**src/verilog/pmc_pkg.sv**
```systemverilog
// Purpose: Shared constants and types for the power mode exit clock control
// Assumes: One 50 MHz clock, 8-bit register port
// Notes: Wake delay and divider counts are derived from times and rates by expressions; edge, timeout and tick counts are literals
package pmc_pkg;

  // ==========================================================
  // Timing
  localparam int CLK_FREQ_HZ = 50_000_000;
  localparam int CLK_PERIOD_NS = 20;
  localparam int WAKE_DELAY_NS = 10_000;
  localparam int WAKE_DLY_CYC = (WAKE_DELAY_NS + CLK_PERIOD_NS - 1) / CLK_PERIOD_NS;
  localparam int INT_BLOCK_HZ = 8_000_000;
  localparam int LF_INT_HZ = INT_BLOCK_HZ / 256;
  localparam int LF_DIV = CLK_FREQ_HZ / LF_INT_HZ;
  localparam int START_EDGES = 1024;
  localparam int FAIL_TIMEOUT_CYC = 256;
  localparam int WD_BASE_TICKS = 128;

  // ==========================================================
  // Register map and fields
  localparam logic [3:0] REG_OSC_CTRL = 4'h0;
  localparam logic [3:0] REG_OSC_TRIM = 4'h1;
  localparam logic [3:0] REG_WD_CTRL = 4'h2;
  localparam logic [3:0] REG_IRQ_STAT = 4'h3;
  localparam logic [3:0] REG_IRQ_EN = 4'h4;
  localparam logic [3:0] REG_IRQ_CLR = 4'h5;
  localparam int OCR_IDLE_BIT = 7;
  localparam int OCR_IFS_LSB = 4;
  localparam int OCR_READY_BIT = 3;
  localparam int OCR_INTRUN_BIT = 2;
  localparam int OCR_SEL_LSB = 0;
  localparam int WDC_EN_BIT = 0;
  localparam int WDC_POST_LSB = 1;
  localparam int IRQ_W = 4;
  localparam int IRQ_CLK_READY = 0;
  localparam int IRQ_WD_WAKE = 1;
  localparam int IRQ_CLK_FAIL = 2;
  localparam int IRQ_WD_RESET = 3;
  localparam logic [7:0] OSC_CTRL_RST = 8'h00;
  localparam logic [4:0] OSC_TRIM_RST = 5'h00;
  localparam logic [7:0] WD_CTRL_RST = 8'h00;
  localparam logic [3:0] IRQ_RST = 4'h0;

  // ==========================================================
  // Types
  typedef enum logic [2:0] {
    OM_LOW_POWER_CRYSTAL = 3'h0, OM_STANDARD_CRYSTAL = 3'h1,
    OM_HIGH_SPEED_CRYSTAL = 3'h2, OM_MULTIPLIED_CRYSTAL = 3'h3,
    OM_EXTERNAL_CLOCK = 3'h4, OM_EXTERNAL_CLOCK_IO = 3'h5,
    OM_RESISTOR_CAP = 3'h6, OM_INTERNAL_OSC_IO = 3'h7
  } pmc_oscmode_e;
  typedef enum logic [1:0] {
    CLK_PRI = 2'h0, CLK_LF_INT = 2'h1, CLK_INT_BLOCK = 2'h2
  } pmc_clksrc_e;
  typedef enum logic [4:0] {
    ST_HOLD = 5'h01, ST_RUN = 5'h02, ST_IDLE = 5'h04, ST_SLEEP = 5'h08, ST_WAKE = 5'h10
  } pmc_state_e;

  // Crystal modes need the start-up count
  function automatic logic needsStartup(input logic [2:0] mode);
    needsStartup = (mode <= 3'(OM_MULTIPLIED_CRYSTAL));
  endfunction : needsStartup

  // Trimmed low-frequency divider period, larger trim runs faster
  function automatic logic [11:0] trimDiv(input logic [4:0] trim);
    trimDiv = 12'(LF_DIV) - {{7{trim[4]}}, trim};
  endfunction : trimDiv

endpackage : pmc_pkg

```
**src/verilog/pmc_sync3.sv**
```systemverilog
// Purpose: Three-stage pin synchroniser with agreement filter
// Assumes: Inputs asynchronous to mclk
// Notes: Output moves only when stages two and three agree
`timescale 1ns/1ps
module pmc_sync3 #(
  parameter int W = 1,
  parameter logic [W-1:0] INIT = '0
) (
  input wire logic mclk,
  input wire logic rst,
  input wire logic [W-1:0] pinIn,
  output logic [W-1:0] pinOut
);
  logic [W-1:0] s1_r, s2_r, s3_r, out_r, out_nxt, agree;

  // Take stage two where stages two and three agree
  always_comb begin
    agree = s2_r ~^ s3_r;
    out_nxt = (s2_r & agree) | (out_r & ~agree);
  end

  // Shift chain
  always_ff @(posedge mclk) begin
    if (rst) begin
      s1_r <= INIT;
      s2_r <= INIT;
      s3_r <= INIT;
      out_r <= INIT;
    end else begin
      s1_r <= pinIn;
      s2_r <= s1_r;
      s3_r <= s2_r;
      out_r <= out_nxt;
    end
  end

  assign pinOut = out_r;
endmodule : pmc_sync3

```
**src/verilog/pmc_watchdog.sv**
```systemverilog
// Purpose: Watchdog counter with postscaler on the low-frequency tick
// Assumes: tick is a one-cycle enable at the low-frequency rate
// Notes: timeout is a one-cycle registered pulse
`timescale 1ns/1ps
module pmc_watchdog
  import pmc_pkg::*;
(
  input wire logic mclk,
  input wire logic rst,
  input wire logic tick,
  input wire logic enable,
  input wire logic clear,
  input wire logic [3:0] postSel,
  output logic timeout
);
  logic [6:0] tickCnt_r, tickCnt_nxt;
  logic [15:0] post_r, post_nxt, postLimit;
  logic timeout_r, timeout_nxt;

  // Base period then postscaler, both cleared together
  always_comb begin
    tickCnt_nxt = tickCnt_r;
    post_nxt = post_r;
    timeout_nxt = 1'b0;
    postLimit = 16'h0001 << postSel;
    if (clear || !enable) begin
      tickCnt_nxt = 7'h00;
      post_nxt = 16'h0000;
    end else if (tick) begin
      if (tickCnt_r == 7'(WD_BASE_TICKS - 1)) begin
        tickCnt_nxt = 7'h00;
        if (post_r == postLimit - 16'h0001) begin
          post_nxt = 16'h0000;
          timeout_nxt = 1'b1;
        end else begin
          post_nxt = post_r + 16'h0001;
        end
      end else begin
        tickCnt_nxt = tickCnt_r + 7'h01;
      end
    end
  end

  // Counter registers
  always_ff @(posedge mclk) begin
    if (rst) begin
      tickCnt_r <= 7'h00;
      post_r <= 16'h0000;
      timeout_r <= 1'b0;
    end else begin
      tickCnt_r <= tickCnt_nxt;
      post_r <= post_nxt;
      timeout_r <= timeout_nxt;
    end
  end

  assign timeout = timeout_r;
endmodule : pmc_watchdog

```
**src/verilog/pmc_clock_ctrl.sv**
```systemverilog
// Purpose: Clock control on reset and power-managed mode exit
// Assumes: Config straps steady around reset, CPU strobes on mclk
// Notes:
// Notes on behaviour
// - Hold in reset until primary clock ready, then set ready flag and run.
// - Dual-speed or fail monitor config lets execution start early on internal clock.
// - Every reset clears oscillator control, selecting the low-frequency internal clock.
// - Writing the frequency select moves execution to that internal block output; here only while the clock select is nonzero or the primary is not ready.
// - Internal clock until primary ready; sleeping before then shuts the primary.
// - Watchdog timeout in idle or sleep wakes the device instead of resetting.
// - Watchdog timeout while running produces a watchdog reset.
// - Halt, clear instruction, clock loss, select change while internal clear watchdog.
// - Primary idle exits and non-crystal modes skip the start-up count.
// - Wake inserts a fixed 10 us delay; execution resumes after it once primary ready, early run set or internal clock selected.
// - Internal block nominally 8 MHz, trimmable through the trim register.
// - Trim also shifts the low-frequency clock feeding the watchdog; the fail monitor counts mclk cycles.
// - Resistor-capacitor mode drives quarter of first pin rate on second pin.
// - Port A bits 6 and 7 usable only in freeing modes, else read zero.
//
// The implementer's own choices: the address-and-strobe port and the address map.
`timescale 1ns/1ps
module pmc_clock_ctrl
  import pmc_pkg::*;
(
  input wire logic mclk,
  input wire logic rst,
  input wire logic [3:0] regAddr,
  input wire logic [7:0] regWrData,
  input wire logic regWr,
  input wire logic regRd,
  output logic [7:0] regRdData,
  input wire logic cfgTwoSpeed,
  input wire logic cfgFailSafe,
  input wire logic [2:0] cfgOscMode,
  input wire logic masterClearN,
  input wire logic firstOscPin,
  input wire logic [1:0] portAHiPin,
  input wire logic haltInstr,
  input wire logic watchdogClearInstr,
  input wire logic wakeEvent,
  output logic cpuRun,
  output logic cpuReset,
  output logic watchdogReset,
  output logic primOscEn,
  output logic [1:0] sysClkSrc,
  output logic [2:0] intFreqSel,
  output logic [4:0] oscTrim,
  output logic secondOscOut,
  output logic secondOscOeN,
  output logic portA6En,
  output logic portA7En,
  output logic [1:0] portAHiRd,
  output logic irq
);
  // ==========================================================
  // Pin synchronisers and straps
  logic [3:0] pinSync;
  logic masterClearSync, oscSync, oscPrev_r, oscRise;
  logic cfgTwoSpeed_r, cfgFailSafe_r, cfgTwoSpeed_nxt, cfgFailSafe_nxt;
  logic [2:0] cfgMode_r, cfgMode_nxt;
  logic earlyRun;

  pmc_sync3 #(.W(4), .INIT(4'h1)) uSync (
    .mclk(mclk),
    .rst(rst),
    .pinIn({portAHiPin, firstOscPin, masterClearN}),
    .pinOut(pinSync)
  );

  assign masterClearSync = pinSync[0];
  assign oscSync = pinSync[1];
  assign oscRise = oscSync && !oscPrev_r;
  assign earlyRun = cfgTwoSpeed_r || cfgFailSafe_r;

  // Straps follow the inputs while reset is held
  always_comb begin
    cfgTwoSpeed_nxt = rst ? cfgTwoSpeed : cfgTwoSpeed_r;
    cfgFailSafe_nxt = rst ? cfgFailSafe : cfgFailSafe_r;
    cfgMode_nxt = rst ? cfgOscMode : cfgMode_r;
  end

  // Strap and edge registers
  always_ff @(posedge mclk) begin
    cfgTwoSpeed_r <= cfgTwoSpeed_nxt;
    cfgFailSafe_r <= cfgFailSafe_nxt;
    cfgMode_r <= cfgMode_nxt;
    oscPrev_r <= rst ? 1'b0 : oscSync;
  end

  // ==========================================================
  // Shared event terms
  pmc_state_e state_r, state_nxt;
  logic idleEn_r, idleEn_nxt, primReady_r, primReady_nxt, primEn_r, primEn_nxt;
  logic [2:0] intFreq_r, intFreq_nxt;
  logic [1:0] clkSel_r, clkSel_nxt, sysClk_r, sysClk_nxt;
  logic wdTimeout, wdClear, wdResetEvt, wdWakeEvt, clkFailEvt, freqChange, softReset;
  logic wrOsc, wrTrim, wrWd, wrEn, wrClr, inPowerMode;
  logic [3:0] irqEvents;

  assign wrOsc = regWr && regAddr == REG_OSC_CTRL;
  assign wrTrim = regWr && regAddr == REG_OSC_TRIM;
  assign wrWd = regWr && regAddr == REG_WD_CTRL;
  assign wrEn = regWr && regAddr == REG_IRQ_EN;
  assign wrClr = regWr && regAddr == REG_IRQ_CLR;
  assign inPowerMode = state_r == ST_IDLE || state_r == ST_SLEEP;
  assign wdResetEvt = wdTimeout && state_r == ST_RUN;
  assign wdWakeEvt = wdTimeout && inPowerMode;
  assign softReset = !masterClearSync || wdResetEvt;
  assign freqChange = wrOsc && regWrData[OCR_IFS_LSB +: 3] != intFreq_r
    && sysClk_r != CLK_PRI;
  assign wdClear = (state_r == ST_RUN && haltInstr) || watchdogClearInstr
    || clkFailEvt || freqChange;
  assign irqEvents = {wdResetEvt, clkFailEvt, wdWakeEvt, primReady_nxt && !primReady_r};

  // ==========================================================
  // Register file
  logic [4:0] trim_r, trim_nxt;
  logic wdEn_r, wdEn_nxt;
  logic [3:0] wdPost_r, wdPost_nxt, irqEn_r, irqEn_nxt, irqStat_r, irqStat_nxt;
  logic [7:0] rdData_r, rdData_nxt;
  logic irq_r, irq_nxt;

  // Writes, sticky status with set over clear, read port
  always_comb begin
    idleEn_nxt = idleEn_r;
    intFreq_nxt = intFreq_r;
    clkSel_nxt = clkSel_r;
    trim_nxt = trim_r;
    wdEn_nxt = wdEn_r;
    wdPost_nxt = wdPost_r;
    irqEn_nxt = irqEn_r;
    if (softReset) begin
      {idleEn_nxt, intFreq_nxt, clkSel_nxt} = {OSC_CTRL_RST[7:4], OSC_CTRL_RST[1:0]};
      trim_nxt = OSC_TRIM_RST;
      {wdPost_nxt, wdEn_nxt} = WD_CTRL_RST[4:0];
    end else begin
      if (wrOsc) begin
        idleEn_nxt = regWrData[OCR_IDLE_BIT];
        intFreq_nxt = regWrData[OCR_IFS_LSB +: 3];
        clkSel_nxt = regWrData[OCR_SEL_LSB +: 2];
      end
      if (wrTrim) trim_nxt = regWrData[4:0];
      if (wrWd) begin
        wdEn_nxt = regWrData[WDC_EN_BIT];
        wdPost_nxt = regWrData[WDC_POST_LSB +: 4];
      end
    end
    if (wrEn) irqEn_nxt = regWrData[IRQ_W-1:0];
    irqStat_nxt = (irqStat_r & ~(wrClr ? regWrData[IRQ_W-1:0] : 4'h0)) | irqEvents;
    irq_nxt = |(irqStat_nxt & irqEn_nxt);
    rdData_nxt = 8'h00;
    if (regRd) begin
      case (regAddr)
        REG_OSC_CTRL: rdData_nxt = {idleEn_r, intFreq_r, primReady_r,
          sysClk_r != CLK_PRI, clkSel_r};
        REG_OSC_TRIM: rdData_nxt = {3'h0, trim_r};
        REG_WD_CTRL: rdData_nxt = {3'h0, wdPost_r, wdEn_r};
        REG_IRQ_STAT: rdData_nxt = {4'h0, irqStat_r};
        REG_IRQ_EN: rdData_nxt = {4'h0, irqEn_r};
        default: rdData_nxt = 8'h00;
      endcase
    end
  end

  // Register file flops
  always_ff @(posedge mclk) begin
    if (rst) begin
      {idleEn_r, intFreq_r, clkSel_r} <= {OSC_CTRL_RST[7:4], OSC_CTRL_RST[1:0]};
      trim_r <= OSC_TRIM_RST;
      {wdPost_r, wdEn_r} <= WD_CTRL_RST[4:0];
      irqEn_r <= IRQ_RST;
      irqStat_r <= IRQ_RST;
      rdData_r <= 8'h00;
      irq_r <= 1'b0;
    end else begin
      idleEn_r <= idleEn_nxt;
      intFreq_r <= intFreq_nxt;
      clkSel_r <= clkSel_nxt;
      trim_r <= trim_nxt;
      wdEn_r <= wdEn_nxt;
      wdPost_r <= wdPost_nxt;
      irqEn_r <= irqEn_nxt;
      irqStat_r <= irqStat_nxt;
      rdData_r <= rdData_nxt;
      irq_r <= irq_nxt;
    end
  end

  // ==========================================================
  // Clock sources, start-up count, fail monitor, pins
  logic [10:0] startCnt_r, startCnt_nxt;
  logic [8:0] failCnt_r, failCnt_nxt;
  logic [11:0] lfDiv_r, lfDiv_nxt;
  logic lfTick_r, lfTick_nxt;
  logic [1:0] quarter_r, quarter_nxt, portHi_r, portHi_nxt;
  logic secOut_r, secOut_nxt, secOeN_r, secOeN_nxt, a6En_r, a6En_nxt, a7En_r, a7En_nxt;
  logic rcMode;

  assign rcMode = cfgMode_r == 3'(OM_RESISTOR_CAP);
  assign clkFailEvt = cfgFailSafe_r && primReady_r && sysClk_r == CLK_PRI
    && failCnt_r == 9'(FAIL_TIMEOUT_CYC - 1);

  // Next values of the clock group
  always_comb begin
    startCnt_nxt = startCnt_r;
    primReady_nxt = primReady_r;
    if (!primEn_r || clkFailEvt) begin
      startCnt_nxt = 11'h000;
      primReady_nxt = 1'b0;
    end else if (!needsStartup(cfgMode_r)) begin
      primReady_nxt = 1'b1;
    end else if (!primReady_r && oscRise) begin
      startCnt_nxt = startCnt_r + 11'h001;
      primReady_nxt = startCnt_r == 11'(START_EDGES - 1);
    end
    failCnt_nxt = (oscRise || !primReady_r) ? 9'h000 : failCnt_r + 9'h001;
    if (clkFailEvt) failCnt_nxt = 9'h000;
    lfTick_nxt = lfDiv_r == 12'h000;
    lfDiv_nxt = lfTick_nxt ? trimDiv(trim_r) - 12'h001 : lfDiv_r - 12'h001;
    if (clkSel_r == 2'h0 && primReady_nxt) begin
      sysClk_nxt = CLK_PRI;
    end else begin
      sysClk_nxt = (intFreq_nxt == 3'h0) ? CLK_LF_INT : CLK_INT_BLOCK;
    end
    quarter_nxt = (rcMode && oscRise) ? quarter_r + 2'h1 : quarter_r;
    secOut_nxt = rcMode && quarter_nxt[1];
    secOeN_nxt = !rcMode;
    a6En_nxt = cfgMode_r == 3'(OM_EXTERNAL_CLOCK_IO) || cfgMode_r == 3'(OM_INTERNAL_OSC_IO);
    a7En_nxt = cfgMode_r == 3'(OM_INTERNAL_OSC_IO);
    portHi_nxt = pinSync[3:2] & {a7En_nxt, a6En_nxt};
  end

  // Clock group flops
  always_ff @(posedge mclk) begin
    if (rst) begin
      startCnt_r <= 11'h000;
      primReady_r <= 1'b0;
      failCnt_r <= 9'h000;
      lfDiv_r <= 12'h000;
      lfTick_r <= 1'b0;
      sysClk_r <= CLK_LF_INT;
      quarter_r <= 2'h0;
      secOut_r <= 1'b0;
      secOeN_r <= 1'b1;
      a6En_r <= 1'b0;
      a7En_r <= 1'b0;
      portHi_r <= 2'h0;
    end else begin
      startCnt_r <= startCnt_nxt;
      primReady_r <= primReady_nxt;
      failCnt_r <= failCnt_nxt;
      lfDiv_r <= lfDiv_nxt;
      lfTick_r <= lfTick_nxt;
      sysClk_r <= sysClk_nxt;
      quarter_r <= quarter_nxt;
      secOut_r <= secOut_nxt;
      secOeN_r <= secOeN_nxt;
      a6En_r <= a6En_nxt;
      a7En_r <= a7En_nxt;
      portHi_r <= portHi_nxt;
    end
  end

  pmc_watchdog uWatchdog (
    .mclk(mclk),
    .rst(rst),
    .tick(lfTick_r),
    .enable(wdEn_r),
    .clear(wdClear),
    .postSel(wdPost_r),
    .timeout(wdTimeout)
  );

  // ==========================================================
  // Power mode sequencer
  logic [8:0] wakeCnt_r, wakeCnt_nxt;
  logic cpuRun_r, cpuReset_r, wdReset_r, wakeDone;

  assign wakeDone = wakeCnt_r == 9'(WAKE_DLY_CYC - 1);

  // Next state and primary enable
  always_comb begin
    state_nxt = state_r;
    primEn_nxt = primEn_r;
    wakeCnt_nxt = 9'h000;
    unique case (state_r)
      ST_HOLD: begin
        primEn_nxt = 1'b1;
        if (masterClearSync && (primReady_r || earlyRun)) state_nxt = ST_RUN;
      end
      ST_RUN: begin
        if (haltInstr) begin
          state_nxt = idleEn_r ? ST_IDLE : ST_SLEEP;
          primEn_nxt = idleEn_r && primReady_r;
        end
      end
      ST_IDLE, ST_SLEEP: begin
        if (wakeEvent || wdWakeEvt) begin
          state_nxt = ST_WAKE;
          primEn_nxt = 1'b1;
        end
      end
      ST_WAKE: begin
        wakeCnt_nxt = wakeDone ? wakeCnt_r : wakeCnt_r + 9'h001;
        if (wakeDone && (primReady_r || earlyRun || clkSel_r != 2'h0)) begin
          state_nxt = ST_RUN;
        end
      end
      default: state_nxt = ST_HOLD;
    endcase
    if (softReset) begin
      state_nxt = ST_HOLD;
      primEn_nxt = 1'b1;
    end
  end

  // Sequencer flops
  always_ff @(posedge mclk) begin
    if (rst) begin
      state_r <= ST_HOLD;
      primEn_r <= 1'b1;
      wakeCnt_r <= 9'h000;
      cpuRun_r <= 1'b0;
      cpuReset_r <= 1'b1;
      wdReset_r <= 1'b0;
    end else begin
      state_r <= state_nxt;
      primEn_r <= primEn_nxt;
      wakeCnt_r <= wakeCnt_nxt;
      cpuRun_r <= state_nxt == ST_RUN;
      cpuReset_r <= state_nxt == ST_HOLD;
      wdReset_r <= wdResetEvt;
    end
  end

  // Outputs straight from flops
  assign regRdData = rdData_r;
  assign cpuRun = cpuRun_r;
  assign cpuReset = cpuReset_r;
  assign watchdogReset = wdReset_r;
  assign primOscEn = primEn_r;
  assign sysClkSrc = sysClk_r;
  assign intFreqSel = intFreq_r;
  assign oscTrim = trim_r;
  assign secondOscOut = secOut_r;
  assign secondOscOeN = secOeN_r;
  assign portA6En = a6En_r;
  assign portA7En = a7En_r;
  assign portAHiRd = portHi_r;
  assign irq = irq_r;
endmodule : pmc_clock_ctrl

```
**config.mk**
```make
export PLATFORM = sky130hd
export DESIGN_NAME = pmc_clock_ctrl
export DESIGN_NICKNAME = d
export VERILOG_FILES = /design/src/verilog/pmc_pkg.sv /design/src/verilog/pmc_sync3.sv /design/src/verilog/pmc_watchdog.sv /design/src/verilog/pmc_clock_ctrl.sv
export SDC_FILE = /design/constraint.sdc
export NUM_CORES = 1
export LEC_CHECK = 0
export ABC_CLOCK_PERIOD_IN_PS = 6100
export BUFFER_PORTS_ARGS = -buffer_cell sky130_fd_sc_hd__buf_4
export CORE_MARGIN = 3
export CORE_UTILIZATION = 39
export DETAILED_ROUTE_END_ITERATION = 8
export GPL_TIMING_DRIVEN = 0
export MAX_ROUTING_LAYER = met4
export PLACE_DENSITY_LB_ADDON = 0.25
export SLEW_MARGIN = 5
export SYNTH_ARGS = -nofsm -noshare
export SYNTH_HDL_FRONTEND = slang
export SYNTH_SLANG_ARGS = --single-unit
```
**constraint.sdc**
```tcl
create_clock -name mclk -period 6.1 [get_ports mclk]
set_clock_uncertainty 0.1 [all_clocks]
set_input_delay 1.22 -clock mclk [delete_from_list [all_inputs] [get_ports mclk]]
set_output_delay 1.22 -clock mclk [all_outputs]
set_load 0.01 [all_outputs]
```
==> flow_summary.yaml <==
logic_synthesis:
  synth-simple-area-share_pct: 26.6
  synth.most_common_cell: "dfxtp_1"
  synth.distinct_cells: 78
  synth_mux_area_share_pct: 4.55
  synth_common_cells: "dfxtp_1, nor2_1, nand2_1"
  synth_edf_count: 5
  synth_ff_type: "dfxtp_1"
  synthesis.area_um2: 6410
  syn_inst: 725
  synth_fp_nets: 762
  yosys.area.top_type: "dfxtp_1"
  netlist.area_leader.share_pct: 42.5
  synth_fa_ha_area_share_pct: 1.76
  synthTopCellsByArea: "dfxtp_1, nor2_1, mux2i_1, xor2_1, xnor2_1"
  synth_top_family_by_area: "simple AND/OR/NAND/NOR gates"
  async_flop_share_pct: 0
  synth_compound_area_share_pct: 11.0
  yosysSeqAreaShare_pct: 44.8
  yosys_warnings: 0
  synth_xor_xnor_area_share_pct: 7.79
  syn_area_per_cell_um2: 8.84
  synth_seq_cells: 141
global_route:
  antenna_found_initial: 0
  track_usage_pct: 17.4
  grt_pass1_vias: 4986
  grt_max_degree: 17
  grt_first_pass_wirelength_um: 24700
  grt-ovfl-total: 0
drt:
  final_antenna_net_count: 0
  routedWlPerCell_um: 14.4
  drt_iter0_markers: 363
  first_pass_iters: 5
  num_vias: 5250
  vias_per_cell: 5.11
  wl_um: 14800
  drc: 0
layout:
  syn2layout_area_growth_pct: 20.2
  stdcell_area_um2: 7710
  finalNonFillerCells: 1028
  fillers: 1544
  diodes: 0
  finish.net_count: 836
  drive_gt1_share_pct: 14.7
hold_path:
  hold_path.class: "reg2reg"
  whs_endpoint: "uSync.s2_r[0]$_SDFF_PP1_"
  worstHoldStart: "uSync.s1_r[0]$_SDFF_PP1_"
  min_path_cells: 1
worst_setup_path:
  crit_type: "reg2reg"
  crit_arrival_ps: 3800
  cp_slowest_cell: "a2111oi_0"
  required_ps: 6270
  critPathTopFamily: "buffers and inverters"
  rr_worst_depth: 14
  rr_startpoint: "wdPost_r[3]$_SDFFE_PP0P_"
  start_kind: "register"
  crit_chain: "buf_4, clkbuf_1, nor2_1, nand3b_1, ha_1, buf_2, buf_2, o21ai_0, a2111oi_0, nand4_1, nand3b_2, buf_4, nand3b_1, a31oi_1"
  cp.buffers_inverters: 5
  r2r_end: "uWatchdog.post_r[2]$_SDFFE_PP0P_"
  crit_fanout: 10
  slowest_delay_ps: 470
  end_kind: "register"
  r2r_slack_ps: 2460
clock_network:
  cts_resized: 0
  clock_path_buffers: 2
  h-tree-depth: 4
  numCtsBuffers: 17
  cts.sinks: 141
  post-cts-setup-buffers: 0
  cts_tree: "built"
  clk_pin_slew_ps: 60
  clk-insertion-delay-late_ps: 410
  clock-root-buffer: "clkbuf_16"
  hold_buffers: 0
timing:
  setup_viol: 0
  slew_headroom_pct: 50.7
  finalCritPeriodShare_pct: 59.6
  setup_ws_ps: 2460
  rsz0062_at_grt: "false"
  tightestPinTransition_ps: 733
  hold_violations: 0
  hold_ws_ps: 310
  tns_ps: 0
  period_needed_ps: 3640
  fmax_ghz: 0.275
  slew_violations: 0
floorplan:
  ios: 57
  initial_core_util_pct: 40.1
  die-area_um2: 18000
  num_rows: 46
  die_w_um: 134
  die_y_um: 134
  core_um2: 16000
place:
  hpwl_um: 10600
  placed_area_um2: 7090
  place_inst: 996
  place_congestion: 0.949
  dp_slack_ps: 2550
  io_buffer_count: 55
power_and_ir_drop:
  peakVddDrop_uv: 235
  p_leak_uw: 0.00295
  cellPowerDensity_nw_per_um2: 319
job:
  max_cap_viol_count: 0
status:
  outcome: "complete, no violations"
==> cell usage in the layout, fill, tap and decap left out, types with 4 or more instances in the layout <==
cell type / instances
buf_2: 7
nand4_1: 9
buf_4: 58
a211oi_1: 8
nor4_1: 9
nor2b_1: 20
clkbuf_1: 18
nand2b_1: 8
a21oi_1: 28
a222oi_1: 4
xor2_1: 29
clkbuf_16: 17
nand2_1: 60
or3_1: 5
nor2_1: 111
inv_1: 15
nand3_1: 33
clkbuf_8: 4
ha_1: 9
or2_2: 5
and3_1: 13
dfxtp_1: 136
edfxtp_1: 5
a31oi_1: 5
nand3b_1: 5
o21ai_0: 23
nor3_1: 22
and2_1: 7
xnor2_1: 28
mux2i_1: 28
==> flip-flops by register name (all words and copies together) (netlist names), 5 cells and up, named ones only <==
name / cells
state_r: 5
startCnt_r: 11
lfDiv_r: 12
uWatchdog.tickCnt_r: 7
wakeCnt_r: 9
failCnt_r: 9
regRdData: 8
oscTrim: 5
uWatchdog.post_r: 16
==> cells by family after synthesis <==
logic type / count (synthesis)
AO/OA/AOI/OAI: 105
XOR/XNOR: 57
adder cells (fa/ha/maj): 9
buffers and inverters: 47
flip-flops: 141
multiplexers: 29
AND/OR/NAND/NOR: 337
==> stage by stage <==
| step | total power (uW) | utilization, % |
|---|---|---|
| after floorplan | 1310 | - |
| after global placement | 1410 | 44.3 |
| after detailed placement | 1410 | 44.3 |
| after CTS | 2480 | 48.2 |
| after global routing | 2580 | 48.2 |
| final | 2460 | 48.2 |
==> per-layer routing <==
| metal | wire length, um | part of all wire (%) | track usage (%) | vias up |
|---|---|---|---|---|
| met3 | 717 | 4.9 | 4.09 | 17 |
| met2 | 6540 | 44 | 26.0 | 128 |
| met5 | 0 | 0 | - | - |
| met4 | 193 | 1.3 | 5.15 | 0 |
| li1 | - | - | - | 2681 |
| met1 | 7310 | 50 | 23.5 | 2424 |
==> worst register-to-register path: stages, from the launching register on <==
cell and delay, ps:
dfxtp_1 460, buf_4 220, clkbuf_1 410, nor2_1 110, nand3b_1 100, ha_1 200, buf_2 230, buf_2 250
o21ai_0 110, a2111oi_0 470, nand4_1 140, nand3b_2 320, buf_4 220, nand3b_1 80, a31oi_1 80
==> worst max path at each step <==
| stage | startpoint | slack (ps) | cells after the start | end |
|---|---|---|---|---|
| final | wdPost_r[3]$_SDFFE_PP0P_ | 2460 | 14 | uWatchdog.post_r[2]$_SDFFE_PP0P_ |
| after global routing | wdPost_r[3]$_SDFFE_PP0P_ | 2210 | 15 | uWatchdog.post_r[4]$_SDFFE_PP0P_ |
| after CTS | wdPost_r[3]$_SDFFE_PP0P_ | 2550 | 14 | uWatchdog.post_r[2]$_SDFFE_PP0P_ |
| after detailed placement | regAddr[3] | 2550 | 6 | uWatchdog.tickCnt_r[4]$_SDFFE_PP0P_ |
| after global placement | wdPost_r[3]$_SDFFE_PP0P_ | 2570 | 14 | uWatchdog.post_r[2]$_SDFFE_PP0P_ |
| after floorplan | regAddr[0] | 3200 | 6 | uWatchdog.post_r[10]$_SDFFE_PP0P_ |
==> report_power, final <==
group	switching (uW)	internal, uW	total, uW
logic	203	155	358
registers	49.4	989	1040
clock network	384	675	1060
total	636	1820	2460
==> final cells by class <==
cell class              count  area, um^2  area share (%)
inverters                  15        56.3           0.731
multi-input cells         537        3310            43.0
well taps                 216         270            3.51
repair buffers             55         413            5.36
flip-flops and latches    141        2870            37.3
clock inverters            10         138            1.79
clock buffers              22         474            6.15
plain buffers              32         169            2.19
Power figures use the tool's default switching activity.
